===== config.mk =====
export PLATFORM = sky130hd
export DESIGN_NAME = psos_top
export DESIGN_NICKNAME = d
export VERILOG_FILES = /design/src/design/psos_top.v
export VERILOG_INCLUDE_DIRS = /design/src /design/src/design
export SDC_FILE = /design/constraint.sdc
export NUM_CORES = 1
export LEC_CHECK = 0
export BUFFER_PORTS_ARGS = -buffer_cell sky130_fd_sc_hd__buf_4
export CAP_MARGIN = 20
export CORE_MARGIN = 2
export CORE_UTILIZATION = 30
export DETAILED_ROUTE_END_ITERATION = 8
export PLACE_DENSITY = 0.59
export SYNTH_ARGS = -nofsm -noshare
export SYNTH_HDL_FRONTEND = slang
export SYNTH_SLANG_ARGS = --single-unit

===== constraint.sdc =====
create_clock -name hclk -period 1.9 [get_ports hclk]
set_input_delay 0.285 -clock hclk [delete_from_list [all_inputs] [get_ports hclk]]
set_output_delay 0.285 -clock hclk [all_outputs]
set_load 0.01 [all_outputs]

===== src/design/psos_map.vh =====
// Register map and field layout of the power-stage output select block.
// Assumes an AHB-Lite slave with 32-bit data, one register per aligned word.
`ifndef PSOS_MAP_VH
`define PSOS_MAP_VH

// Byte offsets inside one instance window.
`define PSOS_OFF_CFG 6'h00
`define PSOS_OFF_SAH 6'h04
`define PSOS_OFF_SAL 6'h08
`define PSOS_OFF_RAH 6'h0C
`define PSOS_OFF_RAL 6'h10
`define PSOS_OFF_SBH 6'h14
`define PSOS_OFF_SBL 6'h18
`define PSOS_OFF_RBH 6'h1C
`define PSOS_OFF_RBL 6'h20
`define PSOS_OFF_STAT 6'h24
// Instance index sits above the 6-bit window offset.
`define PSOS_INST_LSB 6
`define PSOS_NUM_INST 3

// Configuration register fields.
`define PSOS_EN_A 0
`define PSOS_EN_C 1
`define PSOS_EN_B 2
`define PSOS_EN_D 3
`define PSOS_SYNC_LO 4
`define PSOS_SEL_C 6
`define PSOS_SEL_D 7
`define PSOS_CFG_RESET 8'h00
`define PSOS_CFG_I01_MASK 8'h35
`define PSOS_CFG_I2_MASK 8'hFF

// Compare widths and masks.
`define PSOS_CMP_W 12
`define PSOS_RB_W 16
`define PSOS_HI12_MASK 8'h0F
`define PSOS_CMP_RESET 16'h0000

// Waveform mode encodings.
`define PSOS_MODE_CENTER 2'b11

`endif


===== src/design/psos_top.v =====
// Output routing, converter sync strobe and compare registers of three
// power-stage waveform controller instances behind one AHB-Lite slave.
// Assumes the waveform engines supply generator levels, counter values,
// count direction and mode, all synchronous to hclk.
//
// The placing of the registers and the AHB-Lite interface to the registers are this design's own decisions.
`timescale 1ns/1ps
`default_nettype none
`include "psos_map.vh"

// Notes on behaviour
// - Instance 2 fourth output carries B when select is 0, A when 1.
// - Instance 2 third output carries A when select is 0, B when 1.
// - Ramp modes: sync field picks set/reset match of output A or B.
// - Centre mode: 00 reset-A match counting down, 01 counting up, else none.
// - Part A enable 0 leaves pin to port, 1 drives generator A.
// - Part B enable 0 leaves pin to port, 1 drives generator B.
// - Instance 2 third-output enable hands pin to port or generator.
// - Instance 2 fourth-output enable hands pin to port or generator.
// - Set-A, reset-A, set-B compares are write-only 12 bits, reset zero.
// - Reset-B compare is write-only 16 bits, reset zero.
// - Configuration and compares exist per instance; third/fourth bits only on 2.
// - Compare values continuously match the waveform counter.
// - Upper four reset-B bits give the fractional flank value.
// - High bytes go to a shared temporary; low write commits both.
module psos_top #(
    parameter NINST = 3
)
(
    input wire hclk,
    input wire hresetn,
    input wire hsel,
    input wire [31:0] haddr,
    input wire [1:0] htrans,
    input wire hwrite,
    input wire [2:0] hsize,
    input wire [31:0] hwdata,
    input wire hready,
    output wire [31:0] hrdata,
    output wire hreadyout,
    output wire hresp,
    input wire [3*NINST-1:0] ctr_value_flat,
    input wire [NINST-1:0] ctr_down,
    input wire [2*NINST-1:0] mode_flat,
    input wire [NINST-1:0] gen_a,
    input wire [NINST-1:0] gen_b,
    input wire [NINST-1:0] fault_a,
    input wire [NINST-1:0] fault_b,
    input wire [12*NINST-1:0] counter_flat,
    input wire [NINST-1:0] port_a,
    input wire [NINST-1:0] port_b,
    input wire port_c,
    input wire port_d,
    output wire [NINST-1:0] output_a_pin,
    output wire [NINST-1:0] output_b_pin,
    output wire third_output_pin,
    output wire fourth_output_pin,
    output wire [4*NINST-1:0] match_flat,
    output wire [4*NINST-1:0] flank_frac_flat,
    output wire [NINST-1:0] adc_sync
);

    function [7:0] cfg_mask;
        input integer idx;
        begin
            cfg_mask = (idx == 2) ? `PSOS_CFG_I2_MASK : `PSOS_CFG_I01_MASK;
        end
    endfunction

    // Instance decode is shared by the read mux and the write path.
    function inst_hit;
        input [1:0] inst;
        input integer idx;
        begin
            inst_hit = (inst == idx[1:0]);
        end
    endfunction

    function is_high_byte;
        input [5:0] off;
        begin
            case (off)
                `PSOS_OFF_SAH, `PSOS_OFF_RAH, `PSOS_OFF_SBH, `PSOS_OFF_RBH:
                    is_high_byte = 1'b1;
                default:
                    is_high_byte = 1'b0;
            endcase
        end
    endfunction

    // Next value of one compare: only its own low byte write joins the halves.
    function [`PSOS_RB_W-1:0] cmp_next;
        input hit;
        input [5:0] off;
        input [5:0] low_off;
        input [`PSOS_RB_W-1:0] cur;
        input [7:0] high;
        input [7:0] low;
        begin
            if (hit && off == low_off)
                cmp_next = {high, low};
            else
                cmp_next = cur;
        end
    endfunction

    // Status word of one instance: the engine inputs it watches plus the strobe.
    function [31:0] status_word;
        input down;
        input wave_b;
        input wave_a;
        input [1:0] mode;
        input strobe;
        begin
            status_word = {26'h000_0000, down, wave_b, wave_a, mode, strobe};
        end
    endfunction

    reg ap_wr_ff;
    reg [5:0] ap_off_ff;
    reg [1:0] ap_inst_ff;
    reg [7:0] temp_ff;
    reg [7:0] nxt_temp;
    reg [7:0] cfg_ff [0:NINST-1];
    reg [`PSOS_CMP_W-1:0] sa_ff [0:NINST-1];
    reg [`PSOS_CMP_W-1:0] ra_ff [0:NINST-1];
    reg [`PSOS_CMP_W-1:0] sb_ff [0:NINST-1];
    reg [`PSOS_RB_W-1:0] rb_ff [0:NINST-1];
    reg [NINST-1:0] sync_ff;
    reg [NINST-1:0] nxt_sync;
    reg [NINST-1:0] ev_prev_ff;
    reg [NINST-1:0] nxt_ev_prev;
    reg [31:0] rdata_ff;
    reg [31:0] nxt_rdata;
    wire [8*NINST-1:0] nxt_cfg_flat;
    wire [16*NINST-1:0] nxt_sa_flat;
    wire [16*NINST-1:0] nxt_ra_flat;
    wire [16*NINST-1:0] nxt_sb_flat;
    wire [16*NINST-1:0] nxt_rb_flat;
    wire [NINST-1:0] sync_ev;
    wire take = hsel & hready & htrans[1];
    integer k;
    integer j;

    // The slave never waits, so every transfer finishes in one data phase.
    assign hreadyout = 1'b1;
    assign hresp = 1'b0;
    assign hrdata = rdata_ff;

    always @(posedge hclk or negedge hresetn)
    begin
        if (!hresetn)
        begin
            ap_wr_ff <= 1'b0;
            ap_off_ff <= 6'h00;
            ap_inst_ff <= 2'b00;
        end
        else
        begin
            ap_wr_ff <= take & hwrite;
            ap_off_ff <= haddr[5:0];
            ap_inst_ff <= haddr[`PSOS_INST_LSB+1:`PSOS_INST_LSB];
        end
    end

    // Read data is taken at the address phase edge so that it stands for the
    // whole data phase; the compares are write-only and read as zero.
    always @*
    begin
        nxt_rdata = rdata_ff;
        if (take & ~hwrite)
        begin
            nxt_rdata = 32'h0000_0000;
            for (k = 0; k < NINST; k = k + 1)
            begin
                if (inst_hit(haddr[`PSOS_INST_LSB+1:`PSOS_INST_LSB], k))
                begin
                    if (haddr[5:0] == `PSOS_OFF_CFG)
                        nxt_rdata = {24'h00_0000, cfg_ff[k]};
                    else if (haddr[5:0] == `PSOS_OFF_STAT)
                        nxt_rdata = status_word(ctr_down[k], gen_b[k], gen_a[k],
                            mode_flat[2*k+:2], sync_ff[k]);
                end
            end
        end
    end

    always @(posedge hclk or negedge hresetn)
    begin
        if (!hresetn)
            rdata_ff <= 32'h0000_0000;
        else
            rdata_ff <= nxt_rdata;
    end

    // High bytes park in one temporary shared by all compares; the low byte
    // write commits both halves together so the engine never sees a torn value.
    // Software must write the high byte first, or the low write picks up the
    // temporary left behind by an earlier access.
    always @*
    begin
        nxt_temp = temp_ff;
        if (ap_wr_ff && is_high_byte(ap_off_ff))
            nxt_temp = hwdata[7:0];
    end

    always @(posedge hclk or negedge hresetn)
    begin
        if (!hresetn)
            temp_ff <= 8'h00;
        else
            temp_ff <= nxt_temp;
    end

    genvar r;
    generate
        for (r = 0; r < NINST; r = r + 1)
        begin : g_next
            wire hit = ap_wr_ff & inst_hit(ap_inst_ff, r);
            wire [7:0] high12 = {4'h0, temp_ff[3:0]};
            assign nxt_cfg_flat[8*r+7:8*r] = (hit && ap_off_ff == `PSOS_OFF_CFG)
                ? (hwdata[7:0] & cfg_mask(r)) : cfg_ff[r];
            assign nxt_sa_flat[16*r+15:16*r] = cmp_next(hit, ap_off_ff, `PSOS_OFF_SAL,
                {4'h0, sa_ff[r]}, high12, hwdata[7:0]);
            assign nxt_ra_flat[16*r+15:16*r] = cmp_next(hit, ap_off_ff, `PSOS_OFF_RAL,
                {4'h0, ra_ff[r]}, high12, hwdata[7:0]);
            assign nxt_sb_flat[16*r+15:16*r] = cmp_next(hit, ap_off_ff, `PSOS_OFF_SBL,
                {4'h0, sb_ff[r]}, high12, hwdata[7:0]);
            assign nxt_rb_flat[16*r+15:16*r] = cmp_next(hit, ap_off_ff, `PSOS_OFF_RBL,
                rb_ff[r], temp_ff, hwdata[7:0]);
        end
    endgenerate

    always @(posedge hclk or negedge hresetn)
    begin
        if (!hresetn)
        begin
            for (j = 0; j < NINST; j = j + 1)
            begin
                cfg_ff[j] <= `PSOS_CFG_RESET;
                sa_ff[j] <= 12'h000;
                ra_ff[j] <= 12'h000;
                sb_ff[j] <= 12'h000;
                rb_ff[j] <= `PSOS_CMP_RESET;
            end
        end
        else
        begin
            for (j = 0; j < NINST; j = j + 1)
            begin
                cfg_ff[j] <= nxt_cfg_flat[8*j+:8];
                sa_ff[j] <= nxt_sa_flat[16*j+:`PSOS_CMP_W];
                ra_ff[j] <= nxt_ra_flat[16*j+:`PSOS_CMP_W];
                sb_ff[j] <= nxt_sb_flat[16*j+:`PSOS_CMP_W];
                rb_ff[j] <= nxt_rb_flat[16*j+:`PSOS_RB_W];
            end
        end
    end

    genvar g;
    generate
        for (g = 0; g < NINST; g = g + 1)
        begin : g_inst
            wire [11:0] cnt = counter_flat[12*g+11:12*g];
            wire [1:0] mode = mode_flat[2*g+1:2*g];
            wire [1:0] sel = cfg_ff[g][`PSOS_SYNC_LO+1:`PSOS_SYNC_LO];
            wire m_sa = (cnt == sa_ff[g]);
            wire m_ra = (cnt == ra_ff[g]);
            wire m_sb = (cnt == sb_ff[g]);
            wire m_rb = (cnt == rb_ff[g][11:0]);
            reg ev;
            assign match_flat[4*g+3:4*g] = {m_rb, m_sb, m_ra, m_sa};
            assign flank_frac_flat[4*g+3:4*g] = rb_ff[g][15:12];
            always @*
            begin
                ev = 1'b0;
                if (mode == `PSOS_MODE_CENTER)
                begin
                    // A reset-A value of zero would never be met on the way down.
                    case (sel)
                        2'b00: ev = m_ra & ctr_down[g];
                        2'b01: ev = m_ra & ~ctr_down[g];
                        default: ev = 1'b0;
                    endcase
                end
                else
                begin
                    case (sel)
                        2'b00: ev = m_sa;
                        2'b01: ev = m_ra | fault_a[g];
                        2'b10: ev = m_sb;
                        default: ev = m_rb | fault_b[g];
                    endcase
                end
            end
            assign sync_ev[g] = ev;
            assign output_a_pin[g] = cfg_ff[g][`PSOS_EN_A] ? gen_a[g] : port_a[g];
            assign output_b_pin[g] = cfg_ff[g][`PSOS_EN_B] ? gen_b[g] : port_b[g];
        end
    endgenerate

    // A match lasts as long as the counter sits on the value, so only its
    // rising edge makes the strobe.
    always @*
    begin
        nxt_ev_prev = sync_ev;
        nxt_sync = sync_ev & ~ev_prev_ff;
    end

    always @(posedge hclk or negedge hresetn)
    begin
        if (!hresetn)
        begin
            ev_prev_ff <= {NINST{1'b0}};
            sync_ff <= {NINST{1'b0}};
        end
        else
        begin
            ev_prev_ff <= nxt_ev_prev;
            sync_ff <= nxt_sync;
        end
    end
    assign adc_sync = sync_ff;

    // The third and fourth pins exist only on instance 2, so their routing
    // sits outside the per-instance loop.
    wire [7:0] cfg2 = cfg_ff[2];
    reg third_wave;
    reg fourth_wave;
    always @*
    begin
        case (cfg2[`PSOS_SEL_C])
            1'b0: third_wave = gen_a[2];
            default: third_wave = gen_b[2];
        endcase
        case (cfg2[`PSOS_SEL_D])
            1'b0: fourth_wave = gen_b[2];
            default: fourth_wave = gen_a[2];
        endcase
    end
    assign third_output_pin = cfg2[`PSOS_EN_C] ? third_wave : port_c;
    assign fourth_output_pin = cfg2[`PSOS_EN_D] ? fourth_wave : port_d;

    wire unused_ok = &{1'b0, hsize, hwdata[31:8], ctr_value_flat};

endmodule // psos_top

`default_nettype wire


# After elaboration in Yosys (flattened, before gate mapping)
# Index checks and enable logic that the tools add are counted.
# Widths: inputs -> output; s select.
totals:
  regBits: 227
  in_bits: 148
  output_inout_bits: 69
  word_cells: 134
op_classes:
  n_eq_ne: 34
  n_mux: 29
  n_bitwise: 25
  n_reduce_logical: 24
ops:
  columns: ["op", "n"]
  rows:
  - ["$mux 32", 6]
  - ["$eq 12x12->1", 12]
  - ["$eq 6x5->1 const B", 4]
  - ["$mux 6", 3]
  - ["$eq 2x2->1 const B", 8]
  - ["$logic_and 1x1->1", 16]
  - ["$mux 1", 14]
  - ["$and 1x1->1", 13]
  - ["$eq 6x4->1 const B", 2]
  - ["$eq 6x6->1 const B", 2]
  - ["$logic_not 6->1", 2]
  - ["$eq 2x1->1 const B", 5]
  - ["$logic_not 2->1", 5]
  - ["$pmux 1 s3", 3]
  - ["$eq 6x3->1 const B", 1]
  - ["$or 1x1->1", 6]
  - ["$pmux 1 s2", 3]
  - ["$not 1->1", 4]
  - ["$reduce_or 4->1", 1]
  - ["$and 3x3->3", 1]
  - ["$not 3->3", 1]

# Logic depth before layout (Yosys ltp)
depth:
  word_depth: 10
  mapped_depth: 7
  mapped_depth_nobuf: 6

# Least setup slack after synthesis
# OpenSTA, ideal clock, no wires.
synth_path:
  path_kind: "register to register"
  startpoint: "register ap_off_ff[1]"
  endpoint: "register sa_ff[24] (netlist name)"
  setup_time_ns: 0.125
  arrival_time_ns: 1.539
  setup_slack_ns: 0.237
  path_stages_with_launch: 6
  path_buffers: 1
  cell_sequence: "dfrtp_1 nor4_1 and3b_1 nand2_1 buf_2 mux2_2"
synth_via:
  elab_chain_cells: 2
synth_rtl:
  columns: ["element", "line", "rtl"]
  rows:
  - ["start, declared", "psos_top.v:120", "reg [5:0] ap_off_ff;"]
  - ["start signal, assigned", "psos_top.v:161", "ap_off_ff <= haddr[5:0];"]
  - ["$eq 6x4->1", "psos_top.v:100", "if (hit && off == low_off)"]
  - ["$logic_and 1x1->1", "psos_top.v:100", null]
  - ["end signal, assigned by index", "psos_top.v:252", "sa_ff[j] <= nxt_sa_flat[16*j+:`PSOS_CMP_W];"]
  - ["end, declared", "psos_top.v:125", "reg [`PSOS_CMP_W-1:0] sa_ff [0:NINST-1];"]
# Every way passes these cells.
# A chain may end at the register's enable or synchronous reset.

# Worst setup path after layout
layout_path:
  startpoint: "register ra_ff[13] (netlist name)"
  endpoint: "output port match_flat[5]"
layout_via:
  elab_chain_cells: 1
layout_rtl:
  columns: ["element", "line", "rtl"]
  rows:
  - ["start, declared", "psos_top.v:126", "reg [`PSOS_CMP_W-1:0] ra_ff [0:NINST-1];"]
  - ["start signal, assigned by index", "psos_top.v:253", "ra_ff[j] <= nxt_ra_flat[16*j+:`PSOS_CMP_W];"]
  - ["$eq 12x12->1", "psos_top.v:268", "wire m_ra = (cnt == ra_ff[g]);"]
  - ["end, declared", "psos_top.v:58", "output wire [4*NINST-1:0] match_flat,"]
# Every way passes these cells.

==> impl_metrics.py <==
metrics = {
    "global_route": {
        "grt_max_degree": 50,
        "grt_overflow": 0,
        "antenna_found_initial": 2,
        "grt_pass1_vias": 6697,
        "grt_pass1_wl_um": 40500,
        "grt_use_total": 0.149,
    },
    "drt": {
        "num_vias": 6584,
        "drtAntennaViolNets": 0,
        "drtIter0Drc": 210,
        "post-route-drc-count": 0,
        "via_per_inst": 4.64,
        "first_pass_iters": 4,
        "drt_wl_total_um": 26400,
        "wl_per_cell_um": 18.6,
    },
    "sta": {
        "fin_ws_ps": -298,
        "finalCritPeriodShare": 1.16,
        "post-route-min-period_ps": 2200,
        "final_hold_viol_count": 0,
        "fin_tns_setup_ps": -1840,
        "skew_ps": 25.8,
        "rsz0062_at_grt": "true",
        "max_freq_mhz": 455,
        "relSlewSlack": 0.576,
        "setup_violations": 14,
        "worstMarginPinSlew_ps": 635,
        "maxSlewViolCount": 0,
    },
    "critical_path": {
        "ff2ff_path_depth": 8,
        "worstPathArrival_ps": 1910,
        "r2r-start": "ra_ff[13]$_DFFE_PN0P_",
        "r2r-end": "adc_sync[1]$_DFF_PN0_",
        "endpoint_kind": "primary output",
        "worstSetupPathType": "register to primary output",
        "crit_path_start_kind": "register",
        "reg2reg_setup_slack_ps": -190,
        "cp_data_required_time_ps": 1620,
        "cp_max_fo": 2,
    },
    "cts": {
        "htreeDepth": 1,
        "cts_inserted_buffers": 24,
        "clkTransAtPathRegs_ps": 60,
        "cts.path.max_buffers": 3,
        "clkLatencyLatePin_ps": 530,
        "cts_tree": "yes",
        "cts-root-buf": "clkbuf_16",
        "cts_num_sinks": 203,
    },
    "synth": {
        "synth_top_family_by_area": "multiplexers",
        "netlist_top_cells_area": "dfrtp_1, mux2_2, xnor2_1",
        "synth_area_mm2": 0.0101,
        "avgSynthCellArea_um2": 12.6,
        "yosys.area_share.adder": 0,
        "synthCells": 801,
        "synth_top_area_frac": 0.505,
        "synthMuxAreaShare": 0.212,
        "synth_common_cells": "dfrtp_1, mux2_2, xnor2_1",
        "synth_largest_area_cell": "dfrtp_1",
        "synth_compound_area_frac": 0.0318,
        "synth-async-reset-ratio": 1.00,
        "synth_edf_count": 0,
        "yosysSeqAreaShare": 0.505,
        "synth_xor_area_frac": 0.127,
        "synth.most_common_cell": "dfrtp_1",
        "ys.flop_type": "dfrtp_1",
        "synth_warnings": 0,
        "ys_seq_elements": 203,
        "synth_cell_types": 42,
        "yosys.area_share.simple": 0.0658,
    },
    "cells_and_area": {
        "areaGrowthSynthToFinish_pct": 27.1,
        "diodes": 0,
        "final_nets": 1104,
        "drive_gt1_frac": 0.467,
    },
    "floorplan": {
        "die_area_mm2": 0.0350,
        "io_pins": 217,
        "dieHeight_um": 187,
        "row_count": 67,
        "die_w_um": 187,
        "start_util": 0.302,
        "core-area_mm2": 0.0333,
    },
    "power": {
        "peakVddDrop_v": 0.000585,
        "p_leak_nw": 5.78,
        "fin_total_pwr_mw": 10.2,
        "power_density_mw_per_mm2": 795,
    },
    "min_path": {
        "whs_endpoint": "ap_wr_ff$_DFF_PN0_",
        "hold_start": "hready",
        "hold_path.class": "input pin to register",
        "holdPathStages": 2,
    },
    "run": {
        "max_cap_viol_count": 0,
    },
    "run_status": {
        "violations": "negative setup slack",
        "status": "complete, but fails checks",
    },
    "place": {
        "hpwl_um": 18700,
        "port_buffers": 129,
        "gp_congestion": 0.827,
    },
}
==> through the flow <==
step / setup slack (ps) / hold WS, ps / cell area (um^2) / cells / utilization
3_5_place_dp: -225 / 284 / 11600 / 1359 / 0.348
4_1_cts: -341 / 57.8 / 12700 / 1416 / 0.380
3_3_place_gp: -221 / 280 / 11600 / 1359 / 0.348
6_report: -298 / 66.1 / 12800 / 1420 / 0.384
5_1_grt: -398 / 64.6 / 12800 / 1420 / 0.384
2_1_floorplan: 237 / -10.6 / 10200 / 825 / -
==> cells in the final DEF, fill, tap and decap left out, types with 6 or more instances in the layout <==
cell type	synthesis	final
a22o_1	14	14
buf_12	0	6
buf_4	53	174
buf_6	0	8
clkbuf_16	0	24
clkinv_2	0	6
conb_1	2	26
dfrtp_1	203	203
dlygate4sd3_1	0	9
mux2_2	185	185
nand2_1	32	32
nand3_1	8	6
nand4_1	20	20
nor2_1	11	10
nor4_2	1	13
o21ai_0	10	9
xnor2_1	74	69
xor2_1	72	71
==> critical path: stages, from the launching register on <==
cell     delay [ps]
dfrtp_1         390
xor2_1          150
nor4_2          300
buf_4           190
nand3_4         100
buf_6           150
inv_2            40
buf_6            90
==> flip-flops by register name, indices dropped and copies added (netlist names) <==
signal / count
ap_wr_ff: 1
ap_off_ff: 6
sb_ff: 36
temp_ff: 8
cfg2: 8
sa_ff: 36
flank_frac_flat: 12
ap_inst_ff: 2
rb_ff: 36
adc_sync: 3
cfg_ff: 8
ev_prev_ff: 3
ra_ff: 36
hrdata: 8
==> logic make-up (layout without fill, tap and decap cells) <==
kind of cell / Yosys count / count (layout)
AO/OA/AOI/OAI: 42 / 42
XOR/XNOR: 146 / 146
buffers and inverters: 99 / 246
flip-flops: 203 / 203
multiplexers: 190 / 190
other: 2 / 26
AND/OR/NAND/NOR: 119 / 119
==> layer usage <==
| metal | global-route usage | up-vias | part of all wire |
|---|---|---|---|
| li1 | - | 3035 | - |
| met1 | 0.204 | 3344 | 0.46 |
| met2 | 0.245 | 170 | 0.47 |
| met3 | 0.0325 | 33 | 0.056 |
| met4 | 0.0272 | 2 | 0.013 |
| met5 | 0 | - | 0.00030 |
==> where the power goes <==
group	switching [mW]	leakage, nW	internal [mW]
Clock	1.85	0.374	2.65
Sequential	0.159	2.55	4.48
Combinational	0.528	2.86	0.504
==> how the worst max path moves through the flow <==
stage | startpoint | end | slack (ps)
floorplan | ap_off_ff[1]$_DFF_PN0_ | sa_ff[24]$_DFFE_PN0P_ | 240
global placement | counter_flat[21] | adc_sync[1]$_DFF_PN0_ | -220
detailed placement | counter_flat[21] | adc_sync[1]$_DFF_PN0_ | -230
CTS | ra_ff[14]$_DFFE_PN0P_ | match_flat[5] | -340
global route | ra_ff[13]$_DFFE_PN0P_ | match_flat[5] | -400
finish | ra_ff[13]$_DFFE_PN0P_ | match_flat[5] | -300
==> area by class of cell <==
cell class                      count  area (um^2)
Sequential cell                   203         5080
Tap cell                          448          561
Inverter                            6         22.5
Multi-Input combinational cell    523         4740
Timing Repair Buffer              198         1620
Fill cell                        3236        20500
Clock buffer                       30          633
Clock inverter                     12          133
==> what timing repair did <==
action,in CTS,in global routing
cloned,0,0
hold endpoints to repair,49,0
setup endpoints to repair,30,188
pin swaps,27,20
buffers inserted,7,4
resized for setup,35,17
hold buffers,9,0
(Power assumes the default switching activity.)
